**src/serial_fifo_pkg.sv**
```systemverilog
package serial_fifo_pkg;
    // Geometry
    localparam int unsigned char_width = 16;
    localparam int unsigned fifo_depth = 4;
    localparam int unsigned count_width = 3;
    localparam logic [2:0] fifo_full_count = 3'h4;

    // Register map, byte addresses
    localparam logic [7:0] char_config_offset = 8'h0c;
    localparam logic [7:0] dma_control_offset = 8'h18;

    // Control register fields
    localparam int unsigned rx_enable_bit = 31;
    localparam int unsigned rx_count_lsb = 24;
    localparam int unsigned rx_flush_bit = 20;
    localparam int unsigned rx_level_lsb = 16;
    localparam int unsigned tx_enable_bit = 15;
    localparam int unsigned tx_count_lsb = 8;
    localparam int unsigned tx_flush_bit = 4;
    localparam int unsigned tx_level_lsb = 0;

    // Character configuration field
    localparam int unsigned char_len_lsb = 2;

    // Reset values
    localparam logic [1:0] level_reset = 2'h3;
    localparam logic [3:0] char_len_reset = 4'h0;

    // AXI responses
    localparam logic [1:0] resp_okay = 2'h0;
    localparam logic [1:0] resp_slverr = 2'h2;
endpackage

```
**src/serial_fifo4.sv**
```systemverilog
`timescale 1ns/1ps
module serial_fifo4
    import serial_fifo_pkg::*;
(
    input wire logic clk,
    input wire logic rst_b,
    input wire logic flush,
    input wire logic push,
    input wire logic [char_width-1:0] push_data,
    output logic push_ready,
    input wire logic pop,
    output logic [char_width-1:0] pop_data,
    output logic pop_valid,
    output logic [count_width-1:0] count
);
    logic [char_width-1:0] mem [fifo_depth];
    logic [1:0] wr_ptr;
    logic [1:0] rd_ptr;
    wire do_push;
    wire do_pop;

    // Handshakes; flush discards any same-cycle push or pop
    assign push_ready = (count != fifo_full_count);
    assign pop_valid = (count != 3'h0);
    assign do_push = push && push_ready && !flush;
    assign do_pop = pop && pop_valid && !flush;
    assign pop_data = mem[rd_ptr];

    // Storage array
    always_ff @(posedge clk) begin
        if (do_push) begin
            mem[wr_ptr] <= push_data;
        end
    end

    // Pointers and occupancy
    always_ff @(posedge clk) begin
        if (!rst_b || flush) begin
            wr_ptr <= 2'h0;
            rd_ptr <= 2'h0;
            count <= 3'h0;
        end else begin
            if (do_push) begin
                wr_ptr <= wr_ptr + 2'h1;
            end
            if (do_pop) begin
                rd_ptr <= rd_ptr + 2'h1;
            end
            count <= count + {2'h0, do_push} - {2'h0, do_pop};
        end
    end
endmodule

```
**src/spi_fifo_dma_request.sv**
```systemverilog
`timescale 1ns/1ps
// Function
// RULE_01: Receive DMA request only while receive request enable is set.
// RULE_02: Receive fill count is read-only three bits, zero to four entries.
// RULE_03: Writing one to receive flush empties receive FIFO; reads back zero.
// RULE_04: Receive request when filled entries reach level plus one; reset level four. The code resets rx_level to three.
// RULE_05: Transmit DMA request only while transmit request enable is set.
// RULE_06: Transmit fill count is read-only three bits, zero to four entries.
// RULE_07: Writing one to transmit flush empties transmit FIFO; reads back zero.
// RULE_08: Transmit request when free entries reach level plus one; reset level four. The code resets tx_level to three.
// RULE_09: Each entry holds one character of 1 to 16 bits; zero means 16.
// RULE_10: A request stays high while enabled and condition holds, drops otherwise.
module spi_fifo_dma_request
    import serial_fifo_pkg::*;
(
    input wire logic clk,
    input wire logic rst_b,
    // AXI4-Lite slave
    input wire logic [7:0] s_axi_awaddr,
    input wire logic s_axi_awvalid,
    output logic s_axi_awready,
    input wire logic [31:0] s_axi_wdata,
    input wire logic [3:0] s_axi_wstrb,
    input wire logic s_axi_wvalid,
    output logic s_axi_wready,
    output logic [1:0] s_axi_bresp,
    output logic s_axi_bvalid,
    input wire logic s_axi_bready,
    input wire logic [7:0] s_axi_araddr,
    input wire logic s_axi_arvalid,
    output logic s_axi_arready,
    output logic [31:0] s_axi_rdata,
    output logic [1:0] s_axi_rresp,
    output logic s_axi_rvalid,
    input wire logic s_axi_rready,
    // Transmit FIFO, filled by DMA side, drained by shift engine
    input wire logic tx_push,
    input wire logic [char_width-1:0] tx_push_data,
    output logic tx_push_ready,
    input wire logic tx_pop,
    output logic [char_width-1:0] tx_pop_data,
    output logic tx_pop_valid,
    // Receive FIFO, filled by shift engine, drained by DMA side
    input wire logic rx_push,
    input wire logic [char_width-1:0] rx_push_data,
    output logic rx_push_ready,
    input wire logic rx_pop,
    output logic [char_width-1:0] rx_pop_data,
    output logic rx_pop_valid,
    // Character length to the shift engine
    output logic [3:0] character_length,
    // DMA requests
    output logic receive_dma_request,
    output logic transmit_dma_request
);
    logic receive_request_enable;
    logic transmit_request_enable;
    logic [1:0] rx_level;
    logic [1:0] tx_level;
    logic [count_width-1:0] receive_fill_count;
    logic [count_width-1:0] transmit_fill_count;
    logic aw_held;
    logic w_held;
    logic [7:0] aw_addr;
    logic [31:0] w_data;
    logic [3:0] w_strb;

    // Character mask: length zero selects all sixteen bits
    wire [char_width-1:0] char_mask;
    wire [char_width-1:0] tx_masked;
    wire [char_width-1:0] rx_masked;
    assign char_mask = (character_length == 4'h0) ? 16'hffff
                     : ((16'h0001 << character_length) - 16'h0001);
    assign tx_masked = tx_push_data & char_mask; // see RULE_09
    assign rx_masked = rx_push_data & char_mask; // see RULE_09

    // Write channel decode
    wire write_go;
    wire wr_ctrl;
    wire wr_cfg;
    wire wr_hit;
    wire receive_flush;
    wire transmit_flush;
    assign s_axi_awready = !aw_held && !s_axi_bvalid;
    assign s_axi_wready = !w_held && !s_axi_bvalid;
    assign write_go = aw_held && w_held && !s_axi_bvalid;
    assign wr_ctrl = write_go && (aw_addr[7:2] == dma_control_offset[7:2]);
    assign wr_cfg = write_go && (aw_addr[7:2] == char_config_offset[7:2]);
    assign wr_hit = wr_ctrl || wr_cfg;
    assign receive_flush = wr_ctrl && w_strb[2] && w_data[rx_flush_bit]; // see RULE_03
    assign transmit_flush = wr_ctrl && w_strb[0] && w_data[tx_flush_bit]; // see RULE_07

    // Read channel decode; flush bits always read as zero
    wire read_go;
    wire [31:0] ctrl_word;
    wire [31:0] cfg_word;
    wire [31:0] next_rdata;
    wire rd_hit;
    assign s_axi_arready = !s_axi_rvalid;
    assign read_go = s_axi_arvalid && s_axi_arready;
    assign ctrl_word = {receive_request_enable, 4'h0, receive_fill_count, 3'h0, 1'b0, 2'h0, rx_level,
                        transmit_request_enable, 4'h0, transmit_fill_count, 3'h0, 1'b0, 2'h0,
                        tx_level}; // see RULE_02, RULE_06, RULE_03, RULE_07
    assign cfg_word = {26'h0, character_length, 2'h0};
    assign rd_hit = (s_axi_araddr[7:2] == dma_control_offset[7:2])
                 || (s_axi_araddr[7:2] == char_config_offset[7:2]);
    assign next_rdata = (s_axi_araddr[7:2] == dma_control_offset[7:2]) ? ctrl_word
                      : (s_axi_araddr[7:2] == char_config_offset[7:2]) ? cfg_word : 32'h0;

    // Write address and data capture, either order
    always_ff @(posedge clk) begin
        if (!rst_b) begin
            aw_held <= 1'b0;
            w_held <= 1'b0;
            aw_addr <= 8'h0;
            w_data <= 32'h0;
            w_strb <= 4'h0;
        end else begin
            if (s_axi_awvalid && s_axi_awready) begin
                aw_held <= 1'b1;
                aw_addr <= s_axi_awaddr;
            end else if (write_go) begin
                aw_held <= 1'b0;
            end
            if (s_axi_wvalid && s_axi_wready) begin
                w_held <= 1'b1;
                w_data <= s_axi_wdata;
                w_strb <= s_axi_wstrb;
            end else if (write_go) begin
                w_held <= 1'b0;
            end
        end
    end

    // Write response
    always_ff @(posedge clk) begin
        if (!rst_b) begin
            s_axi_bvalid <= 1'b0;
            s_axi_bresp <= resp_okay;
        end else if (write_go) begin
            s_axi_bvalid <= 1'b1;
            s_axi_bresp <= wr_hit ? resp_okay : resp_slverr;
        end else if (s_axi_bready) begin
            s_axi_bvalid <= 1'b0;
        end
    end

    // Read response
    always_ff @(posedge clk) begin
        if (!rst_b) begin
            s_axi_rvalid <= 1'b0;
            s_axi_rdata <= 32'h0;
            s_axi_rresp <= resp_okay;
        end else if (read_go) begin
            s_axi_rvalid <= 1'b1;
            s_axi_rdata <= next_rdata;
            s_axi_rresp <= rd_hit ? resp_okay : resp_slverr;
        end else if (s_axi_rready) begin
            s_axi_rvalid <= 1'b0;
        end
    end

    // Writable control fields, per byte lane
    always_ff @(posedge clk) begin
        if (!rst_b) begin
            receive_request_enable <= 1'b0;
            transmit_request_enable <= 1'b0;
            rx_level <= level_reset; // see RULE_04
            tx_level <= level_reset; // see RULE_08
            character_length <= char_len_reset;
        end else begin
            if (wr_ctrl && w_strb[3]) begin
                receive_request_enable <= w_data[rx_enable_bit];
            end
            if (wr_ctrl && w_strb[2]) begin
                rx_level <= w_data[rx_level_lsb +: 2];
            end
            if (wr_ctrl && w_strb[1]) begin
                transmit_request_enable <= w_data[tx_enable_bit];
            end
            if (wr_ctrl && w_strb[0]) begin
                tx_level <= w_data[tx_level_lsb +: 2];
            end
            if (wr_cfg && w_strb[0]) begin
                character_length <= w_data[char_len_lsb +: 4];
            end
        end
    end

    // Transmit and receive FIFOs
    serial_fifo4 tx_fifo (
        .clk(clk),
        .rst_b(rst_b),
        .flush(transmit_flush),
        .push(tx_push),
        .push_data(tx_masked),
        .push_ready(tx_push_ready),
        .pop(tx_pop),
        .pop_data(tx_pop_data),
        .pop_valid(tx_pop_valid),
        .count(transmit_fill_count)
    );

    serial_fifo4 rx_fifo (
        .clk(clk),
        .rst_b(rst_b),
        .flush(receive_flush),
        .push(rx_push),
        .push_data(rx_masked),
        .push_ready(rx_push_ready),
        .pop(rx_pop),
        .pop_data(rx_pop_data),
        .pop_valid(rx_pop_valid),
        .count(receive_fill_count)
    );

    // Request levels, recomputed every cycle from occupancy
    wire [count_width-1:0] tx_free;
    wire rx_threshold_met;
    wire tx_threshold_met;
    assign tx_free = fifo_full_count - transmit_fill_count;
    assign rx_threshold_met = receive_fill_count > {1'b0, rx_level}; // see RULE_04
    assign tx_threshold_met = tx_free > {1'b0, tx_level}; // see RULE_08
    assign receive_dma_request = receive_request_enable && rx_threshold_met; // see RULE_01, RULE_10
    assign transmit_dma_request = transmit_request_enable && tx_threshold_met; // see RULE_05, RULE_10
endmodule

```
**config.mk**
```make
export PLATFORM = sky130hd
export DESIGN_NAME = spi_fifo_dma_request
export DESIGN_NICKNAME = d
export VERILOG_FILES = /design/src/serial_fifo_pkg.sv /design/src/serial_fifo4.sv /design/src/spi_fifo_dma_request.sv
export SDC_FILE = /design/constraint.sdc
export NUM_CORES = 1
export LEC_CHECK = 0
export BUFFER_PORTS_ARGS = -buffer_cell sky130_fd_sc_hd__buf_2
export CAP_MARGIN = 10
export CORE_MARGIN = 2
export CORE_UTILIZATION = 30
export CTS_BUF_LIST = sky130_fd_sc_hd__clkbuf_16
export DETAILED_ROUTE_END_ITERATION = 16
export PLACE_DENSITY_LB_ADDON = 0.15
export SKIP_CTS_REPAIR_TIMING = 1
export SLEW_MARGIN = 20
export SYNTH_ARGS = -nofsm -noshare
export SYNTH_HDL_FRONTEND = slang
export SYNTH_SLANG_ARGS = --single-unit
```
**constraint.sdc**
```tcl
create_clock -name clk -period 6.7 [get_ports clk]
set_input_delay 1.005 -clock clk [delete_from_list [all_inputs] [get_ports clk]]
set_output_delay 1.005 -clock clk [all_outputs]
set_load 0.02 [all_outputs]
```
==> results_dict.tcl, run 1 <==
set metrics [dict create \
    result_of_the_run "finished clean" \
    placeableCoreArea_um2 28550 \
    grt_first_pass_wirelength_mm 30.99 \
    syn_area_per_cell_um2 13.29 \
    io_pins 178 \
    ys_dominant_reg_cell "sky130_fd_sc_hd__edfxtp_1" \
    irDropWorstVdd_uv 118.7 \
    worst_path_max_delay_cell "sky130_fd_sc_hd__dfxtp_1" \
    num_vias 5319 \
    comb_power_share 0.235 \
    crit_family "adder cells" \
    grt_remaining_overflow 0 \
    tritoncts.num_buffers 17 \
    synthesis.instances 651 \
    initial_core_util 0.3030 \
    drtIter0Drc 309 \
    post-route-min-period_ns 3.003 \
    die-width_um 173.8 \
    data_arrival_time_of_the_critical_path_ns 2.00 \
    crit_path_frequent_cell "sky130_fd_sc_hd__ha_1" \
    worst_slew_pin_slew_ns 1.030 \
    detail-route-antenna-nets 0 \
    start_kind "register" \
    via_per_inst 4.554 \
    number_of_setup_violations_in_the_final_report 0 \
    detailedPlacementHpwl_mm 13.97 \
    dr_pass1_iterations 4 \
    place.gp.congestion 0.7404 \
    route.detailed.drc 0 \
    final.setup.tns_ns 0 \
    routed_wl_mm 20.00 \
    final.hold.worst_slack_ns 0.4628 \
    syn2layout_area_growth_pct 18.60 \
    required_ns 5.69 \
    die_area_um2 30210 \
    setup.worst_path.end_class "output pin" \
    tritoncts_num_sinks 199 \
    clock-root-buffer "sky130_fd_sc_hd__clkbuf_16" \
    power.internal_mw 2.310 \
    avgRoutedWirePerCell_um 17.12 \
    grt_pass1_vias 5392 \
    power_leakage_nw 3.777 \
    maxSlewViolCount 0 \
    power.share.switching 0.3105 \
    vertical_die_dimension_um 173.8 \
    reg_power_frac 0.448 \
    clock.fmax_mhz 333.0 \
    ys_seq_elements 199 \
    setup_slack_ns 3.697 \
    clock_insertion_delay_worst_skew_ns 0.43 \
    diodes 0 \
    synthesized_cell_area_um2 8650 \
    cts.clk_slew.worst_paths_ns 0.08 \
    layout-drive-gt1-share 0.2768 \
    floorplan.rows 62 \
    most-common-layout-cells "sky130_fd_sc_hd__buf_2, sky130_fd_sc_hd__edfxtp_1, sky130_fd_sc_hd__dfxtp_1" \
    rsz0062_at_grt "false" \
    dp_worst_setup_slack_ns 3.718 \
    yosys_warnings 0 \
    n_fill_cell 2868 \
    worstHoldPathType "reg2reg" \
    setup.worst_path.class "reg2out" \
    synthDistinctLibCells 54 \
    async_flop_share 0 \
    p_per_area_nw_per_um2 326.6 \
    max-slew-margin-rel 0.3134 \
    synth_edf_count 128 \
    final_min_period_over_clock_period 0.4482 \
    final_setup_skew_ns 0.01677 \
    clock_share_of_power 0.317 \
    cp_num_buf_inv 2 \
    maximum_number_of_pins_on_one_net_before_global_route_repair 66 \
    cap_violations 0 \
    cts_max_path_buffers 2 \
    layout.cells.most_common "sky130_fd_sc_hd__buf_2" \
    ctsHtreeMaxLevel 4 \
    power.switching_mw 1.040 \
    cp_slowest_stage_delay_ns 0.37 \
    tritoncts_clock_tree "yes" \
    hold_viol_final 0 \
    antenna_found_initial 1 \
    gr-usage-all-layers 0.1350 \
    fin_nets 888 \
    critical_path.cell_chain "inv_1, ha_1, ha_1, nor2b_1, o21ai_0, a21boi_0, buf_2" \
    numPortBuffers 134 \
    worstPathMaxFanout 3 \
    synth_sequential_area_ratio 0.6087 \
]
-- logic make-up after synthesis --
group,share of synthesized area
xor+xnor,0.01114
simple gates,0.1228
mux,0.1018
compound gates,0.07146
flops,0.6087
buf+inv,0.05005
fa+ha+maj,0.03356
other cells,0.0004335
-- stage by stage --
stage	cell area (um^2)	util	power, mW	std cells
6_report	10260	0.3594	3.350	1168
2_1_floorplan	8713	-	2.088	668
4_1_cts	10250	0.3590	3.406	1167
3_3_place_gp	9628	0.3373	2.317	1135
3_5_place_dp	9628	0.3373	2.339	1135
5_1_grt	10260	0.3594	3.530	1168
-- worst reg2reg max path: stages (launching register included) --
cell,delay (ns)
sky130_fd_sc_hd__dfxtp_1,0.57
sky130_fd_sc_hd__or2_2,0.47
sky130_fd_sc_hd__or3_1,0.33
sky130_fd_sc_hd__ha_1,0.40
sky130_fd_sc_hd__nor3b_1,0.32
sky130_fd_sc_hd__a22oi_1,0.14
sky130_fd_sc_hd__o32ai_1,0.51
-- layer usage --
| metal | vias to the layer above | routed length (um) | global-route usage |
|---|---|---|---|
| met5 | - | 8 | 0 |
| met4 | 2 | 63 | 0.02976 |
| met2 | 128 | 9980 | 0.2228 |
| met3 | 6 | 804 | 0.03531 |
| met1 | 2608 | 9141 | 0.1787 |
| li1 | 2575 | - | - |
-- sequential cells by signal, indices dropped and copies added (netlist names), named ones only --
signal and cells:
tx_fifo.wr_ptr 2, s_axi_rdata 16, tx_fifo.count 3, s_axi_rvalid 1, aw_addr 6, s_axi_rresp 1, rx_fifo.rd_ptr 2, rx_fifo.count 3
tx_level 2, rx_level 2, w_strb 4, w_data 11, character_length 4, w_held 1, transmit_request_enable 1, rx_fifo.mem 64
s_axi_bvalid 1, aw_held 1, tx_fifo.rd_ptr 2, s_axi_bresp 1, tx_fifo.mem 64, receive_request_enable 1, rx_fifo.wr_ptr 2
-- final cells by class --
type	instances	area (um^2)	share of cell area
multi-input combinational	376	3027	0.2950
inverter	34	127.6	0.01244
timing repair buffer	143	738.2	0.07196
sequential	199	5265	0.5132
tap	384	480.5	0.04683
clock buffer	17	425.4	0.04147
clock inverter	15	195.2	0.01903
-- worst paths after layout --
check,start,to,slack (ns),depth (start not counted)
max,tx_fifo.count[1],transmit_dma_request,3.70,7
min,w_data[15],transmit_request_enable,0.46,2
max reg2reg,character_length[2],rx_fifo.mem[3][12],3.71,6
min reg2reg,w_data[15],transmit_request_enable,0.46,2
-- power by group through the flow --
stage / registers (mW) / logic [mW] / clock network (mW)
finish: 1.50 / 0.788 / 1.06
global route: 1.51 / 0.875 / 1.14
CTS: 1.50 / 0.811 / 1.09
detailed placement: 1.53 / 0.809 / 0
global placement: 1.52 / 0.794 / 0
floorplan: 1.50 / 0.591 / 0
-- cells in the mapped netlist (all sizes together), types with 3 or more instances --
master | instances | area (um^2)
inv | 34 | 127.6
a31oi | 3 | 18.77
and2 | 20 | 125.1
o32ai | 3 | 26.28
nor2 | 25 | 93.84
nand4 | 22 | 137.6
buf | 28 | 188.9
nand3b | 4 | 30.03
ha | 20 | 250.2
a21oi | 7 | 35.03
o311a | 3 | 41.29
mux2i | 16 | 160.2
dfxtp | 71 | 1421
a21boi | 35 | 262.8
mux4 | 32 | 720.7
nor3 | 7 | 35.03
nand3 | 3 | 15.01
nor3b | 6 | 45.04
nand2b | 6 | 37.54
o21ai | 9 | 45.04
o21a | 3 | 22.52
o31ai | 3 | 50.05
nor2b | 23 | 143.9
xor2 | 5 | 43.79
nand2 | 67 | 251.5
nor4b | 4 | 41.29
o31a | 4 | 35.03
xnor2 | 6 | 52.55
clkbuf | 31 | 116.4
edfxtp | 128 | 3844
(Power assumes the default switching activity.)
==> run 2: changes to the inputs <==
clock period = 2.8 ns   (was 6.7 ns; I/O delays follow)
==> run 2 against run 1 <==
  * Flip-flop and latch count is the same
  * Global-route usage grew 0.17 points
  * Die area is the same
  * Total power grew 140%
  * Via count grew 0.77%
  * Wire length grew 0.86%
  * Utilization grew 0.59 points
  * Critical path type is now reg2reg
==> results_dict.tcl, run 2 (synthesis results as in run 1) <==
set metrics [dict create \
    result_of_the_run "finished clean" \
    data_arrival_time_of_the_critical_path_ns 2.68 \
    fin_nets 909 \
    worstHoldPathType "in2reg" \
    max-slew-margin-rel 0.3861 \
    syn2layout_area_growth_pct 20.56 \
    die_area_um2 30210 \
    detailedPlacementHpwl_mm 14.29 \
    clock.fmax_mhz 394.4 \
    maximum_number_of_pins_on_one_net_before_global_route_repair 51 \
    cap_violations 0 \
    final.setup.tns_ns 0 \
    clock-root-buffer "sky130_fd_sc_hd__clkbuf_16" \
    drtIter0Drc 269 \
    die-width_um 173.8 \
    layout.cells.most_common "sky130_fd_sc_hd__buf_2" \
    worstPathMaxFanout 10 \
    tritoncts.num_buffers 17 \
    grt_remaining_overflow 0 \
    place.gp.congestion 0.8081 \
    worst_slew_pin_slew_ns 0.9209 \
    irDropWorstVdd_uv 325.5 \
    place_area_um2 9793 \
    p_per_area_nw_per_um2 768.8 \
    cts_max_path_buffers 2 \
    n_fill_cell 2823 \
    tritoncts_num_sinks 199 \
    power_leakage_nw 3.883 \
    io_pins 178 \
    numPortBuffers 134 \
    grt_pass1_vias 5629 \
    route.detailed.drc 0 \
    avgRoutedWirePerCell_um 16.96 \
    final_min_period_over_clock_period 0.9056 \
    start_kind "register" \
    ctsHtreeMaxLevel 4 \
    via_per_inst 4.508 \
    antenna_found_initial 0 \
    layout-drive-gt1-share 0.2969 \
    dr_pass1_iterations 4 \
    number_of_setup_violations_in_the_final_report 0 \
    diodes 0 \
    grt_first_pass_wirelength_mm 31.41 \
    clock_insertion_delay_worst_skew_ns 0.43 \
    most-common-layout-cells "sky130_fd_sc_hd__buf_2, sky130_fd_sc_hd__edfxtp_1, sky130_fd_sc_hd__dfxtp_1" \
    gr-usage-all-layers 0.1366 \
    routed_wl_mm 20.17 \
    num_vias 5360 \
    setup.worst_path.end_class "register" \
    cts.clk_slew.worst_paths_ns 0.08 \
    maxSlewViolCount 0 \
    tritoncts_clock_tree "yes" \
    reg.largest.list "rx_fifo.mem: 64 flops, tx_fifo.mem: 64 flops, s_axi_rdata: 16 flops" \
    detail-route-antenna-nets 0 \
    final_setup_skew_ns 0.02229 \
    placeableCoreArea_um2 28550 \
    setup.worst_path.class "reg2reg" \
    rsz0062_at_grt "false" \
    post-route-min-period_ns 2.536 \
    required_ns 2.94 \
    hold_viol_final 0 \
    layout.cell_area.non_filler_um2 10430 \
    final.hold.worst_slack_ns 0.1953 \
    initial_core_util 0.3030 \
    floorplan.rows 62 \
    vertical_die_dimension_um 173.8 \
]
-- run 2: final cells by class --
class                      count  area (um^2)  area share
inverter                      34        127.6     0.01224
timing repair buffer         164        895.9     0.08591
clock inverter                15        193.9     0.01860
sequential                   199         5265      0.5049
tap                          384        480.5     0.04608
multi-input combinational    376         3039      0.2915
clock buffer                  17        425.4     0.04080
-- run 2: worst max-delay path: stages, from the launching register on --
cell                       delay [ns]
sky130_fd_sc_hd__dfxtp_1         0.36
sky130_fd_sc_hd__or2_2           0.37
sky130_fd_sc_hd__or3_1           0.35
sky130_fd_sc_hd__ha_1            0.33
sky130_fd_sc_hd__buf_4           0.21
sky130_fd_sc_hd__nand2b_1        0.16
sky130_fd_sc_hd__a22oi_1         0.32
sky130_fd_sc_hd__o32ai_2         0.16
-- run 2: layer usage --
layer	GRT usage	routed length, um	vias to the layer above
met3	0.03180	1077	8
met2	0.2281	9936	145
met1	0.1794	9000	2596
li1	-	-	2611
met5	0	0	-
met4	0.03501	156	0
-- run 2: power breakdown --
part	internal [mW]	switching, mW	total [mW]
clock	1.30	1.22	2.52
combinational	0.814	1.13	1.94
sequential	3.43	0.126	3.55
total	5.54	2.48	8.02
-- run 2: worst paths after layout --
path,from,to,slack (ns),cells past startpoint
hold reg to reg,w_data[1],tx_level[1],0.46,2
hold / removal,rx_push_data[0],rx_fifo.mem[0][0],0.20,1
setup / recovery,character_length[1],tx_fifo.mem[1][12],0.26,7
setup reg to reg,character_length[1],tx_fifo.mem[1][12],0.26,7
-- run 2: metrics by stage --
step | cells | power (mW) | utilization | setup slack, ns
after global placement | 1157 | 5.575 | 0.3430 | 0.3473
final | 1189 | 8.016 | 0.3653 | 0.2644
after global routing | 1189 | 8.446 | 0.3653 | 0.06379
after floorplan | 668 | 4.996 | - | 0.3151
after detailed placement | 1157 | 5.619 | 0.3430 | 0.2199
after CTS | 1189 | 8.158 | 0.3647 | 0.2105
